--- config.mk ---
export PLATFORM = sky130hd
export DESIGN_NAME = psr_soft_reset
export DESIGN_NICKNAME = d
export VERILOG_FILES = /design/src/psr_pkg.sv /design/src/psr_soft_reset.sv
export VERILOG_INCLUDE_DIRS = /design/src
export SDC_FILE = /design/constraint.sdc
export NUM_CORES = 1
export LEC_CHECK = 0
export BUFFER_PORTS_ARGS = -buffer_cell sky130_fd_sc_hd__buf_2
export CORE_MARGIN = 2
export CORE_UTILIZATION = 43
export DETAILED_ROUTE_END_ITERATION = 8
export MAX_ROUTING_LAYER = met4
export PLACE_DENSITY_LB_ADDON = 0.12
export RECOVER_POWER = 100
export SLEW_MARGIN = 30
export SYNTH_ARGS = -nofsm -noshare
export SYNTH_HDL_FRONTEND = slang
export SYNTH_SLANG_ARGS = --single-unit
--- constraint.sdc ---
create_clock -name pclk -period 1.9 [get_ports pclk]
set_clock_uncertainty 0.1 [all_clocks]
set_input_delay 0.095 -clock pclk [delete_from_list [all_inputs] [get_ports pclk]]
set_output_delay 0.095 -clock pclk [all_outputs]
set_load 0.03 [all_outputs]
--- src/psr_params.svh ---
// constants of the peripheral soft reset block: register indices, field positions,
// reset values and write masks; included by the package and by the top module
`ifndef PSR_PARAMS_SVH
`define PSR_PARAMS_SVH

// ==========================================================
// register indices (byte address is four times the index)
`define PSR_DUR_IDX 16'h1c04
`define PSR_TRIG_IDX 16'h1c05

// ==========================================================
// reset values
`define PSR_DUR_RST 16'h0000
`define PSR_TRIG_RST 8'h00

// ==========================================================
// trigger register field positions
`define PSR_BIT_GROUP_FOUR 7
`define PSR_BIT_RSVD 6
`define PSR_BIT_GROUP_THREE 5
`define PSR_BIT_DMA 4
`define PSR_BIT_USB 3
`define PSR_BIT_ANALOG 2
`define PSR_BIT_GROUP_ONE 1
`define PSR_BIT_I2C 0
`define PSR_TRIG_MASK 8'hbf

// ==========================================================
// least duration that software is expected to program
`define PSR_DUR_MIN 16'h0008

`endif

--- src/psr_pkg.sv ---
// types shared by the peripheral soft reset block
// assumes psr_params.svh is on the include path
`include "psr_params.svh"

package psr_pkg;

    // ==========================================================
    // sequencer states
    typedef enum logic [1:0] {
        PSR_ST_IDLE = 2'b01,
        PSR_ST_HOLD = 2'b10
    } psr_state_t;

    // ==========================================================
    // active-low resets to the peripheral groups
    typedef struct packed {
        logic group_four;
        logic group_three;
        logic dma;
        logic usb;
        logic analog;
        logic group_one;
        logic i2c;
    } psr_resets_t;

endpackage

--- src/psr_soft_reset.sv ---
// peripheral soft reset generator with an apb register slave
// assumes one 100 mhz clock pclk, async active-low presetn, and a 16-bit byte address bus
`timescale 1ns/1ps
`include "psr_params.svh"

module psr_soft_reset
    import psr_pkg::*;
(
    input wire logic pclk,
    input wire logic presetn,
    input wire logic psel,
    input wire logic penable,
    input wire logic pwrite,
    input wire logic [15:0] paddr,
    input wire logic [31:0] pwdata,
    output logic [31:0] prdata,
    output logic pready,
    output logic pslverr,
    output psr_resets_t periph_rst_n
);

    // ==========================================================
    // helpers
    function automatic logic [15:0] psr_word_addr(input logic [15:0] idx);
        return {idx[13:0], 2'b00};
    endfunction

    function automatic psr_resets_t psr_to_resets_n(input logic [7:0] act);
        psr_resets_t r;
        r.group_four = ~act[`PSR_BIT_GROUP_FOUR];
        r.group_three = ~act[`PSR_BIT_GROUP_THREE];
        r.dma = ~act[`PSR_BIT_DMA];
        r.usb = ~act[`PSR_BIT_USB];
        r.analog = ~act[`PSR_BIT_ANALOG];
        r.group_one = ~act[`PSR_BIT_GROUP_ONE];
        r.i2c = ~act[`PSR_BIT_I2C];
        return r;
    endfunction

    // ==========================================================
    // apb slave: one wait state so every answer leaves a flop
    logic [31:0] prdata_reg, prdata_next;
    logic pready_reg, pready_next;
    logic pslverr_reg, pslverr_next;
    logic [15:0] dur_reg, dur_next;
    logic [7:0] active_reg, active_next;
    logic [15:0] count_reg, count_next;
    psr_state_t state_reg, state_next;
    psr_resets_t rst_n_reg, rst_n_next;

    logic hit_dur, hit_trig, wr_acc, trig;
    logic [7:0] trig_bits;

    assign hit_dur = (paddr == psr_word_addr(`PSR_DUR_IDX));
    assign hit_trig = (paddr == psr_word_addr(`PSR_TRIG_IDX));
    assign wr_acc = psel & penable & pready_reg & pwrite;
    // reserved and unimplemented positions never start anything
    assign trig_bits = pwdata[7:0] & `PSR_TRIG_MASK;
    assign trig = wr_acc & hit_trig & (|trig_bits);

    always_comb begin
        pready_next = psel & penable & ~pready_reg;
        pslverr_next = psel & penable & ~pready_reg & ~hit_dur & ~hit_trig;
        prdata_next = prdata_reg;
        if (psel & penable & ~pready_reg & ~pwrite) begin
            if (hit_dur) begin
                prdata_next = {16'h0000, dur_reg};
            end else if (hit_trig) begin
                prdata_next = {24'h000000, active_reg};
            end else begin
                prdata_next = 32'h00000000;
            end
        end
        dur_next = dur_reg;
        if (wr_acc & hit_dur) begin
            dur_next = pwdata[15:0];
        end
    end

    always_ff @(posedge pclk or negedge presetn) begin
        if (!presetn) begin
            prdata_reg <= 32'h00000000;
            pready_reg <= 1'b0;
            pslverr_reg <= 1'b0;
            dur_reg <= `PSR_DUR_RST;
        end else begin
            prdata_reg <= prdata_next;
            pready_reg <= pready_next;
            pslverr_reg <= pslverr_next;
            dur_reg <= dur_next;
        end
    end

    // ==========================================================
    // reset sequencer
    always_comb begin
        state_next = state_reg;
        active_next = active_reg;
        count_next = count_reg;
        case (state_reg)
            PSR_ST_IDLE: begin
                count_next = count_reg;
            end
            PSR_ST_HOLD: begin
                // a zero duration still holds one clock
                if (count_reg <= 16'h0001) begin
                    active_next = `PSR_TRIG_RST;
                    count_next = 16'h0000;
                    state_next = PSR_ST_IDLE;
                end else begin
                    count_next = count_reg - 16'h0001;
                end
            end
            default: begin
                state_next = PSR_ST_IDLE;
                active_next = `PSR_TRIG_RST;
                count_next = 16'h0000;
            end
        endcase
        // set wins over the clear; a retrigger restarts the count for all held groups
        if (trig) begin
            active_next = active_reg | trig_bits;
            count_next = dur_reg;
            state_next = PSR_ST_HOLD;
        end
        rst_n_next = psr_to_resets_n(active_next);
    end

    always_ff @(posedge pclk or negedge presetn) begin
        if (!presetn) begin
            state_reg <= PSR_ST_IDLE;
            active_reg <= `PSR_TRIG_RST;
            count_reg <= 16'h0000;
            rst_n_reg <= '1;
        end else begin
            state_reg <= state_next;
            active_reg <= active_next;
            count_reg <= count_next;
            rst_n_reg <= rst_n_next;
        end
    end

    assign prdata = prdata_reg;
    assign pready = pready_reg;
    assign pslverr = pslverr_reg;
    assign periph_rst_n = rst_n_reg;

    // ==========================================================
    // checks
    logic [16:0] run_reg;
    logic [16:0] len_reg;

    always_ff @(posedge pclk or negedge presetn) begin
        if (!presetn) begin
            run_reg <= 17'h00000;
            len_reg <= 17'h00001;
        end else begin
            if (trig) begin
                run_reg <= 17'h00001;
                len_reg <= (dur_reg == 16'h0000) ? 17'h00001 : {1'b0, dur_reg};
            end else if (active_next != 8'h00) begin
                run_reg <= run_reg + 17'h00001;
            end else begin
                run_reg <= 17'h00000;
            end
        end
    end
endmodule

# Word level (Yosys, flattened, before mapping)
# Cells that the tools add are included.
[word_totals] reg_bits=83 latch_bits=0 ramBits=0 rom_bits=0 in_bits=53 output_inout_bits=41 word_cells=58 mem_count=0
[classes] addsub=1 mul=0 n_div=0 magnitude_cmp=1 eq_ne=6 n_shift=0 muxes=11 bitwise_logic=22 reduce_logical=2
[op_table] cell="equality test 16 x 15 -> 1 bit, second input constant" n=2
[op_table] cell="two-way mux 16 bit" n=2
[op_table] cell="two-way mux 32 bit" n=1
[op_table] cell="one-hot mux 16 bit (2 select lines)" n=1
[op_table] cell="two-way mux 8 bit" n=3
[op_table] cell="<= comparator 16 x 1 -> 1 bit, second input constant" n=1
[op_table] cell="one-hot mux 8 bit (2 select lines)" n=1
[op_table] cell="subtractor 16 x 1 -> 16 bit, second input constant" n=1
[op_table] cell="NOT 1 bit" n=11
[op_table] cell="bitwise AND 1 bit" n=10
[op_table] cell="bitwise OR 8 bit" n=1
[op_table] cell="OR reduction 7 bit" n=1
[op_table] cell="two-way mux 2 bit" n=2
[op_table] cell="one-hot mux 2 bit (2 select lines)" n=1
[op_table] cell="!= test 3 bit, second input constant" n=1
[op_table] cell="equality test 2 x 1 -> 1 bit, second input constant" n=1
[op_table] cell="equality test 2 bit, second input constant" n=1
[op_table] cell="!= test 2 bit, second input constant" n=1
[op_table] cell="AND reduction 2 bit" n=1

# Longest topological paths before layout
# Gate-level depths: netlist of run 1.
[logic_depth] word_depth=7 depth_mapped=8 mapped_depth_nobuf=7

# Worst setup path after synthesis of run 1
# OpenSTA, ideal clock, no wires.
[synth_timing] path_type="register to register" startpoint="reg count_reg[10]" endpoint="reg active_reg[0]" setup_ns=0.126 arrival_ns=1.779 t_required_ns=1.674 path_slack_ns=-0.106 path_stages_with_launch=8 path_buffers=2 synth_period_minus_slack_ns=2.006 cell_sequence="dfrtp_1 nor4_2 o2111a_1 buf_2 a21oi_2 o21bai_2 buf_2 o21ai_1"
[synth_via] elab_chain_len=4
[synth_lines] item="from (decl)" line="psr_soft_reset.sv:47" source="logic [15:0] count_reg, count_next;"
[synth_lines] item="from (signal assigned)" line="psr_soft_reset.sv:138" source="count_reg <= count_next;"
[synth_lines] item="<= comparator 16 x 1 -> 1 bit" line="psr_soft_reset.sv:106" source="if (count_reg <= 16'h0001) begin"
[synth_lines] item="two-way mux 8 bit" line="psr_soft_reset.sv:106"
[synth_lines] item="one-hot mux 8 bit (2 select lines)" line="psr_soft_reset.sv:100" source="case (state_reg)"
[synth_lines] item="two-way mux 8 bit" line="psr_soft_reset.sv:121" source="if (trig) begin"
[synth_lines] item="net active_next[0]" line="psr_soft_reset.sv:46" source="logic [7:0] active_reg, active_next;"
[synth_lines] item="to (signal assigned)" line="psr_soft_reset.sv:132" source="active_reg <= `PSR_TRIG_RST;"
[synth_lines] item="to (signal assigned)" line="psr_soft_reset.sv:137" source="active_reg <= active_next;"
[synth_lines] item="to (decl)" line="psr_soft_reset.sv:46"
# The timed path passes the listed nets, and every way through them passes these cells. The select of a mux whose other input is x is not followed.
# A chain may end at the register's enable or synchronous reset.

# Worst setup path after layout of run 1
[layout_timing] startpoint="reg count_reg[1]" endpoint="reg count_reg[9]"
[layout_via] elab_chain_len=4 word_cells_on_any_way=5 cone_classes="add/sub (1); order compare (1); mux (3)"
[layout_lines] item="subtractor 16 x 1 -> 16 bit or <= comparator 16 x 1 -> 1 bit (tied branches)" line="psr_soft_reset.sv:111, psr_soft_reset.sv:106"
[layout_lines] item="two-way mux 16 bit (*)" line="psr_soft_reset.sv:106"
[layout_lines] item="one-hot mux 16 bit (2 select lines) (*)" line="psr_soft_reset.sv:100"
[layout_lines] item="two-way mux 16 bit (*)" line="psr_soft_reset.sv:121"
# Mark *: on every way between the ends. The rest lies on a longest branch, timed or not.

==> out/metrics.cfg, run 1 <==
[critical_path]
crit_fanout = 4
cp_cell_sequence = or4_4, nor3_1, clkbuf_4, a31oi_1, a31oi_1, mux2_4
worst_setup_path_end_kind = register
critical-path-slowest-cell = or4_4
worstPathArrival_ns = 2.13
criticalPathCategory = reg -> reg
required_ns = 2.09
cp-start-kind = register
reg2reg_from = count_reg[1]
cp-startpoint = count_reg[1]
max_stage_delay_ns = 0.59
cpMostUsedCell = a31oi_1

[clock_network]
cts_tree = yes
htreeDepth = 3
ctsRootBufferMaster = clkbuf_8
cts_made_buffers = 9
clk_latency_ns = 0.34
cts_max_path_buffers = 2
clk_pin_slew_ns = 0.08
cts.sinks = 66

[finish]
finish.utilization = 0.621
multiInputGateArea_sq_um = 1750
seq_area_sq_um = 1660
diodes = 0
drive_gt1_frac = 0.343
syn_to_final_growth_pct = 40.2
fin_nets = 536
fillers = 698
fin_cells = 586

[place]
gp_congestion = 0.921
pre_cts_ws_ns = -0.146
placedCellCount = 543
numPortBuffers = 61
hpwl_microns = 6850

[sta]
slew_headroom = 0.301
period_minus_slack_ns = 1.95
min_period_over_period = 1.02
fmax_mhz = 514
rsz0062_at_grt = true
setup_viol = 22
maxSlewViolCount = 0
worstMarginPinSlew_ns = 1.05
finalHoldViolations = 0
setup_ws_ns = -0.0461

[floorplanning]
pin_count = 94
die_y_microns = 93.0
die_area_sq_um = 8650
core_sq_um = 7690
fp.dieW_microns = 93.0
rows = 32
start_util = 0.443

[yosys]
async_reset_ff_frac = 1.00
avgSynthCellArea_sq_um = 10.0
synth.yosys.seq_area_share = 0.488
synth_cell_type_count = 58
synth-edff-count = 0
synth_top_area_cell = dfrtp_1
yosysWarnings = 0
yosysTopAreaCellShare = 0.426
synth_area_leaders = dfrtp_1 43%, dfstp_2 6.2%, mux2_1 5.3%, nor2_1 4.2%, buf_4 3.5%
synthCells = 339
netlist_area_sq_um = 3410
ys_ff_latch = 66
ys.flop_type = dfrtp_1

[outcome]
violations = negative setup slack
outcome = finished with violations

[routing]
drt.antenna.violating_nets = 0
drt_pass1_iterations = 4
avgRoutedWirePerCell_microns = 16.1
drc = 0
viasPerCell = 5.26
vias = 3083
drtIter0Drc = 144
drt-total-wl_microns = 9420

[global_routing]
grt-ovfl-total = 0
grt_usage = 0.236
grt_max_degree = 24
grt_pass1_wl_microns = 15400
grt_pass1_vias = 3145
antenna_found_initial = 0

[power]
power.density_nw_per_um2 = 625
ir_worst_vdd_mv = 0.339
p_leak_nw = 2.11

[worst_hold_path]
worst_hold_path_type = in -> reg
hold_path_startpoint = paddr[8]

[run]
drv_cap = 0

## layer usage
metal / GRT usage / routed length, microns
met1: 0.303 / 4230
met2: 0.382 / 4500
met3: 0.0338 / 456
met4: 0.0907 / 229
met5: - / 0
## timing repair
action                                  CTS  global route
setup buffers                             5             1
pin swaps                                11            11
endpoints found under the setup margin   28            31
gates resized for setup                  25            24
hold buffers                             21             0
endpoints found under the hold margin    63             0
## report_power, final
group          total [mW]  switching [mW]  internal, mW
registers            1.46          0.0201          1.44
logic               0.311           0.208         0.103
clock network        1.22           0.602         0.615
total                2.99           0.830          2.16
## kinds of logic after synthesis
family / share of synthesized area
XOR/XNOR: 0.00514
AND/OR/NAND/NOR: 0.172
multiplexers: 0.0562
flip-flops: 0.488
other: 0.00110
buffers and inverters: 0.0720
AO/OA/AOI/OAI: 0.191
adder cells (fa/ha/maj): 0.0147
## worst paths after layout
path | to | slack [ns] | cells after the start
setup reg to reg | count_reg[9] | -0.05 | 6
setup / recovery | count_reg[9] | -0.05 | 6
max in group asynchronous | count_reg[5] | 0.19 | 3
hold reg to reg | prdata[12] | 0.38 | 2
min in group asynchronous | count_reg[14] | 0.35 | 2
hold / removal | pslverr | 0.07 | 4
## Yosys cell counts, types with 3 or more instances
master / count
a211oi_1: 3
a21oi_1: 15
a21oi_2: 3
a221oi_1: 8
a31oi_1: 6
buf_2: 4
buf_4: 16
clkbuf_1: 7
dfrtp_1: 58
dfstp_2: 8
ha_1: 4
inv_1: 14
mux2_1: 16
nand2_1: 24
nand4_1: 3
nor2_1: 38
nor3_1: 9
nor4_1: 5
o211ai_1: 4
o21a_1: 11
o21ai_0: 19
o21ai_1: 15
or3_1: 3
or4_1: 4
## final cells by class
class	instances	share of cell area
clock buffers	9	0.0259
clock inverters	7	0.0160
inverters	15	0.0118
multi-input cells	244	0.366
flip-flops and latches	66	0.348
well taps	102	0.0267
repair buffers	143	0.205
## worst max-delay path, delay by kind of cell (launching register included)
family                 cells  cell delay, ns
AND/OR/NAND/NOR            2            0.78
buffers and inverters      1            0.17
multiplexers               1            0.16
AO/OA/AOI/OAI              2            0.24
flip-flops                 1            0.43
## layout by cell type, fill, tap and decap left out, types with 4 or more instances in the layout
| cell | n |
|---|---|
| dfrtp_1 | 57 |
| buf_4 | 47 |
| nor2_1 | 36 |
| buf_2 | 33 |
| clkbuf_1 | 29 |
| nand2_1 | 24 |
| dlygate4sd3_1 | 21 |
| o21ai_1 | 17 |
| conb_1 | 16 |
| mux2_1 | 14 |
| o21ai_0 | 13 |
| inv_1 | 12 |
| a21oi_1 | 12 |
| o21a_1 | 11 |
| clkbuf_8 | 9 |
| a221oi_1 | 8 |
| dfstp_2 | 8 |
| nor3_1 | 6 |
| o21ai_2 | 6 |
| a31oi_1 | 5 |
| a21oi_2 | 5 |
| buf_6 | 5 |
| o211ai_1 | 4 |
| clkbuf_2 | 4 |
## per-stage QoR
| stage | power, mW | TNS [ns] | hold slack (ns) | area, sq um |
|---|---|---|---|---|
| after floorplan | 1.66 | -0.486 | -0.301 | 3500 |
| after global placement | 1.78 | -2.94 | -0.0179 | 4220 |
| after detailed placement | 1.78 | -4.16 | -0.0175 | 4220 |
| after CTS | 3.04 | -0.0233 | 0.0674 | 4770 |
| after global routing | 3.11 | -4.63 | 0.120 | 4780 |
| final | 2.99 | -0.432 | 0.0728 | 4780 |
(Power assumes the default switching activity.)
==> run 2, diff against run 1 <==
--- a/config.mk
+++ b/config.mk
@@ -6,10 +6,11 @@
 export SDC_FILE = /design/constraint.sdc
 export NUM_CORES = 1
 export LEC_CHECK = 0
-export BUFFER_PORTS_ARGS = -buffer_cell sky130_fd_sc_hd__buf_2
+export CORE_ASPECT_RATIO = 2
 export CORE_MARGIN = 2
 export CORE_UTILIZATION = 43
 export DETAILED_ROUTE_END_ITERATION = 8
+export DONT_BUFFER_PORTS = 1
 export MAX_ROUTING_LAYER = met4
 export PLACE_DENSITY_LB_ADDON = 0.12
 export RECOVER_POWER = 100
==> constraint.sdc (replaced) <==
create_clock -name pclk -period 1.9 [get_ports pclk]
set_clock_uncertainty 0.1 [all_clocks]
set_input_delay 0.19 -clock pclk [delete_from_list [all_inputs] [get_ports pclk]]
set_output_delay 0.19 -clock pclk [all_outputs]
set_load 0.03 [all_outputs]
==> run 2 against run 1 <==
  * The flow still finishes with violations (negative setup slack)
  * Cell count down 12%
  * Worst setup slack worse by 0.034 ns
  * Non-clock buffer count is 64 lower
  * Fmax decreased by 1.7%
  * Clock-buffer cell count grew 2
  * Largest cell class unchanged
==> out/metrics.cfg, run 2 (synthesis gave the netlist of run 1 again) <==
[critical_path]
worstPathArrival_ns = 2.15
cp-startpoint = count_reg[1]
r2r_cells = 8
criticalPathCategory = reg -> reg
reg2reg_from = count_reg[1]
worst_setup_path_end_kind = register
required_ns = 2.06
cp-start-kind = register
crit_fanout = 14

[outcome]
outcome = finished with violations
violations = negative setup slack

[place]
hpwl_microns = 6560
placedCellCount = 470
pre_cts_ws_ns = -0.171
numPortBuffers = 0
gp_congestion = 0.901

[sta]
period_minus_slack_ns = 1.98
finalHoldViolations = 0
fmax_mhz = 505
min_period_over_period = 1.04
maxSlewViolCount = 0
setup_ws_ns = -0.0805
rsz0062_at_grt = true
worstMarginPinSlew_ns = 0.904
slew_headroom = 0.397
setup_viol = 20

[routing]
vias = 2883
drt.antenna.violating_nets = 0
drc = 0
avgRoutedWirePerCell_microns = 18.4
viasPerCell = 5.59
drtIter0Drc = 150
drt-total-wl_microns = 9470
drt_pass1_iterations = 4

[power]
power_mw = 3.36
p_leak_nw = 2.00
ir_worst_vdd_mv = 0.518
power.density_nw_per_um2 = 736

[worst_hold_path]
hold_path_startpoint = paddr[9]
hold_depth = 2
worst_hold_path_type = in -> reg

[global_routing]
grt_usage = 0.234
antenna_found_initial = 0
grt_pass1_vias = 3007
grt-ovfl-total = 0
grt_max_degree = 67
grt_pass1_wl_microns = 14700

[clock_network]
ctsRootBufferMaster = clkbuf_16
cts_tree = yes
cts.sinks = 66
clk_latency_ns = 0.33
clk_pin_slew_ns = 0.05
htreeDepth = 3
cts_made_buffers = 9
cts_max_path_buffers = 2

[floorplanning]
die_y_microns = 130
die_area_sq_um = 8690
fp.dieW_microns = 66.9
rows = 46
core_sq_um = 7830
start_util = 0.435
pin_count = 94

[finish]
syn_to_final_growth_pct = 34.0
finish.utilization = 0.583
layout_common_cells = 57 x dfrtp_1, 44 x buf_4, 36 x nor2_1, 24 x nand2_1, 21 x dlygate4sd3_1
layout_commonest_cell = dfrtp_1
fin_nets = 472
drive_gt1_frac = 0.283
fin_cells = 516
diodes = 0
fillers = 697

[run]
drv_cap = 0

## run 2: changes by cell type in the layout (fill, tap and decap cells not counted), moves of 3 or more
cell,before,now
buf_2,33,0
buf_4,47,44
clkbuf_1,29,2
clkbuf_16,0,9
clkbuf_2,4,1
clkbuf_8,9,1
dfstp_1,0,7
dfstp_2,8,1
mux2_4,3,0
## run 2: path summary, 6_finish.rpt
kind                                    to  slack (ns)
max                        periph_rst_n[5]       -0.08
min                                pslverr        0.04
max reg2reg                periph_rst_n[5]       -0.08
min reg2reg                  count_reg[11]        0.42
max in group asynchronous     count_reg[0]        0.61
min in group asynchronous    count_reg[12]        0.46
## run 2: per-layer routing
layer / GRT usage / wire [microns] / vias to the layer above / share of wire
li1: - / - / 1367 / -
met1: 0.272 / 3730 / 1405 / 0.39
met2: 0.389 / 5010 / 92 / 0.53
met3: 0.0422 / 457 / 19 / 0.048
met4: 0.106 / 274 / 0 / 0.029
met5: - / 0 / - / 0
## run 2: final cells by class
| cell class | count | area [sq um] | area share |
|---|---|---|---|
| clock buffer | 11 | 243 | 0.0532 |
| clock inverter | 5 | 53.8 | 0.0118 |
| inverter | 15 | 56.3 | 0.0123 |
| multi-input combinational | 244 | 1710 | 0.374 |
| sequential | 66 | 1660 | 0.364 |
| tap | 96 | 120 | 0.0263 |
| timing repair buffer | 79 | 721 | 0.158 |
## run 2: stage by stage
stage	hold WS, ns	instance area [sq um]	setup TNS [ns]
finish	0.0358	4560	-0.824
floorplan	-0.206	3490	-1.42
detailed placement	-0.204	3850	-4.30
global route	0.0251	4560	-3.28
global placement	-0.204	3850	-2.73
CTS	0.0133	4520	-0.0553
## run 2: timing repair
item                       4_1_cts  5_1_grt
resized for setup               18       25
hold buffers                    22        0
pin swaps                       11       11
cloned                           0        0
setup buffers                    6        3
setup endpoints to repair       30       32
hold endpoints to repair        98        0
## run 2: report_power, final
part           leakage (nW)  internal, mW  switching (mW)  total (mW)
combinational          1.07        0.0639           0.119       0.183
sequential            0.780          1.44          0.0842        1.52
clock                 0.149          1.05           0.609        1.65
total                  2.00          2.55           0.812        3.36
## run 2: critical path, stage by stage (launching register included)
cell	delay, ns
dfrtp_1	0.42
inv_2	0.08
ha_4	0.17
o2111a_2	0.29
buf_6	0.12
a21oi_4	0.29
o21bai_4	0.10
buf_12	0.15
o21a_1	0.18
==> run 3, diff against run 2 <==
--- a/config.mk
+++ b/config.mk
@@ -6,7 +6,6 @@
 export SDC_FILE = /design/constraint.sdc
 export NUM_CORES = 1
 export LEC_CHECK = 0
-export CORE_ASPECT_RATIO = 2
 export CORE_MARGIN = 2
 export CORE_UTILIZATION = 43
 export DETAILED_ROUTE_END_ITERATION = 8
==> run 3 against run 2 <==
  * The flow still finishes with violations (negative setup slack)
  * Flip-flop and latch count unchanged
  * Combinational power about the same
  * Non-clock buffer count rose by 2
  * Via count down 0.76%
  * Clock-buffer cell count shrank 1
  * Register-to-register slack about the same
  * Utilization up 0.22 points
  * Hold slack improved by 0.041 ns
  * Critical path depth unchanged
  * First-iteration DRC count grew 23%
  * Die area shrank 0.50%
  * Critical path type unchanged
  * Largest cell class unchanged
==> out/metrics.cfg, run 3 (synthesis gave the netlist of run 1 again) <==
[floorplanning]
core_sq_um = 7690
pin_count = 94
start_util = 0.443
fp.dieW_microns = 93.0
rows = 32
die_area_sq_um = 8650
die_y_microns = 93.0

[critical_path]
cp-startpoint = count_reg[0]
rrSetupSlack_ns = -0.09
cp-start-kind = register
cp_cell_sequence = inv_2, ha_4, o2111a_2, buf_6, a21oi_4, o21bai_4, buf_12, o21a_1
criticalPathCategory = reg -> reg
crit_end = periph_rst_n[0]
worstPathArrival_ns = 2.17
r2r_cells = 8
reg2reg_from = count_reg[0]
crit_fanout = 14
critical-path-slowest-cell = dfrtp_1
worst_setup_path_end_kind = register
max_stage_delay_ns = 0.44
required_ns = 2.08
worstReg2RegEnd = periph_rst_n[0]

[routing]
drt-total-wl_microns = 9360
drc = 0
drt_pass1_iterations = 4
viasPerCell = 5.45
avgRoutedWirePerCell_microns = 17.8
drtIter0Drc = 185
vias = 2861
drt.antenna.violating_nets = 0

[worst_hold_path]
hold_path_startpoint = paddr[2]
hold_depth = 2
worst_hold_path_type = in -> reg

[power]
power_mw = 2.98
ir_worst_vdd_mv = 0.679
power.density_nw_per_um2 = 662
p_leak_nw = 1.97

[finish]
fin_nets = 475
layout_common_cells = 58 x dfrtp_1, 50 x buf_4, 37 x nor2_1, 24 x nand2_1, 22 x dlygate4sd3_1
syn_to_final_growth_pct = 32.1
drive_gt1_frac = 0.286
fillers = 679
finish.utilization = 0.585
layout_commonest_cell = dfrtp_1
diodes = 0

[global_routing]
grt_usage = 0.230
antenna_found_initial = 0
grt_pass1_vias = 2898
grt-ovfl-total = 0
grt_max_degree = 67
grt_pass1_wl_microns = 14800

[sta]
finalHoldViolations = 0
worstMarginPinSlew_ns = 0.907
maxSlewViolCount = 0
slew_headroom = 0.395
setup_viol = 19
tns_ns = -0.992
setup_ws_ns = -0.0925
fmax_mhz = 502
period_minus_slack_ns = 1.99
min_period_over_period = 1.05
rsz0062_at_grt = true

[place]
numPortBuffers = 0
gp_congestion = 0.896
hpwl_microns = 6240

[outcome]
outcome = finished with violations
violations = negative setup slack

[run]
drv_cap = 0

[clock_network]
clk_pin_slew_ns = 0.08
cts_made_buffers = 9
clk_latency_ns = 0.35
cts.sinks = 66
htreeDepth = 3
ctsRootBufferMaster = clkbuf_8
cts_max_path_buffers = 2
cts_tree = yes

[run 3: how the worst min path moves through the flow]
stage,to
after global routing,count_reg[12]
after floorplan,active_reg[0]
final,count_reg[12]
after global placement,pslverr
after detailed placement,count_reg[1]
after CTS,count_reg[12]
[run 3: report_power, final]
group          internal [mW]  total, mW  switching [mW]  leakage, nW
clock network          0.658       1.27           0.613        0.104
registers               1.44       1.52          0.0886        0.781
logic                 0.0648      0.183           0.118         1.08
total                   2.16       2.98           0.819         1.97
[run 3: layout make-up]
| type | instances | area [sq um] | share of cell area |
|---|---|---|---|
| multi-input combinational | 245 | 1750 | 0.390 |
| inverter | 15 | 56.3 | 0.0125 |
| clock buffer | 10 | 138 | 0.0306 |
| clock inverter | 6 | 72.6 | 0.0161 |
| sequential | 66 | 1660 | 0.369 |
| timing repair buffer | 81 | 689 | 0.153 |
| tap | 102 | 128 | 0.0284 |
[run 3: metrics by stage]
step                setup slack [ns]  cells  hold slack, ns  instance area, sq um
floorplan                     -0.119    354          -0.206                  3490
global placement              -0.152    476          -0.202                  3830
detailed placement            -0.173    476          -0.202                  3830
CTS                          -0.0419    521          0.0845                  4420
global route                  -0.157    525          0.0859                  4500
finish                       -0.0925    525          0.0772                  4500
[run 3: timing repair]
item                                    4_1_cts  5_1_grt
gates cloned                                  0        1
hold endpoints to repair                     98        0
pin swaps                                     9       13
gates resized for setup                      22       18
buffers inserted                              6        4
hold buffers                                 23        0
endpoints found under the setup margin       30       29
[run 3: metal layers]
metal / track usage / vias up / wire length [microns]
li1: - / 1367 / -
met1: 0.300 / 1424 / 4300
met2: 0.359 / 58 / 4570
met3: 0.0483 / 12 / 337
met4: 0.0784 / 0 / 159
met5: - / - / 0
[run 3: worst max-delay path, delay by kind of cell, from the launching register on]
family	cells	cell delay [ns]
buffers and inverters	3	0.36
adders and majority gates	1	0.18
DFF	1	0.44
AOI/OAI and AO/OA	4	0.84
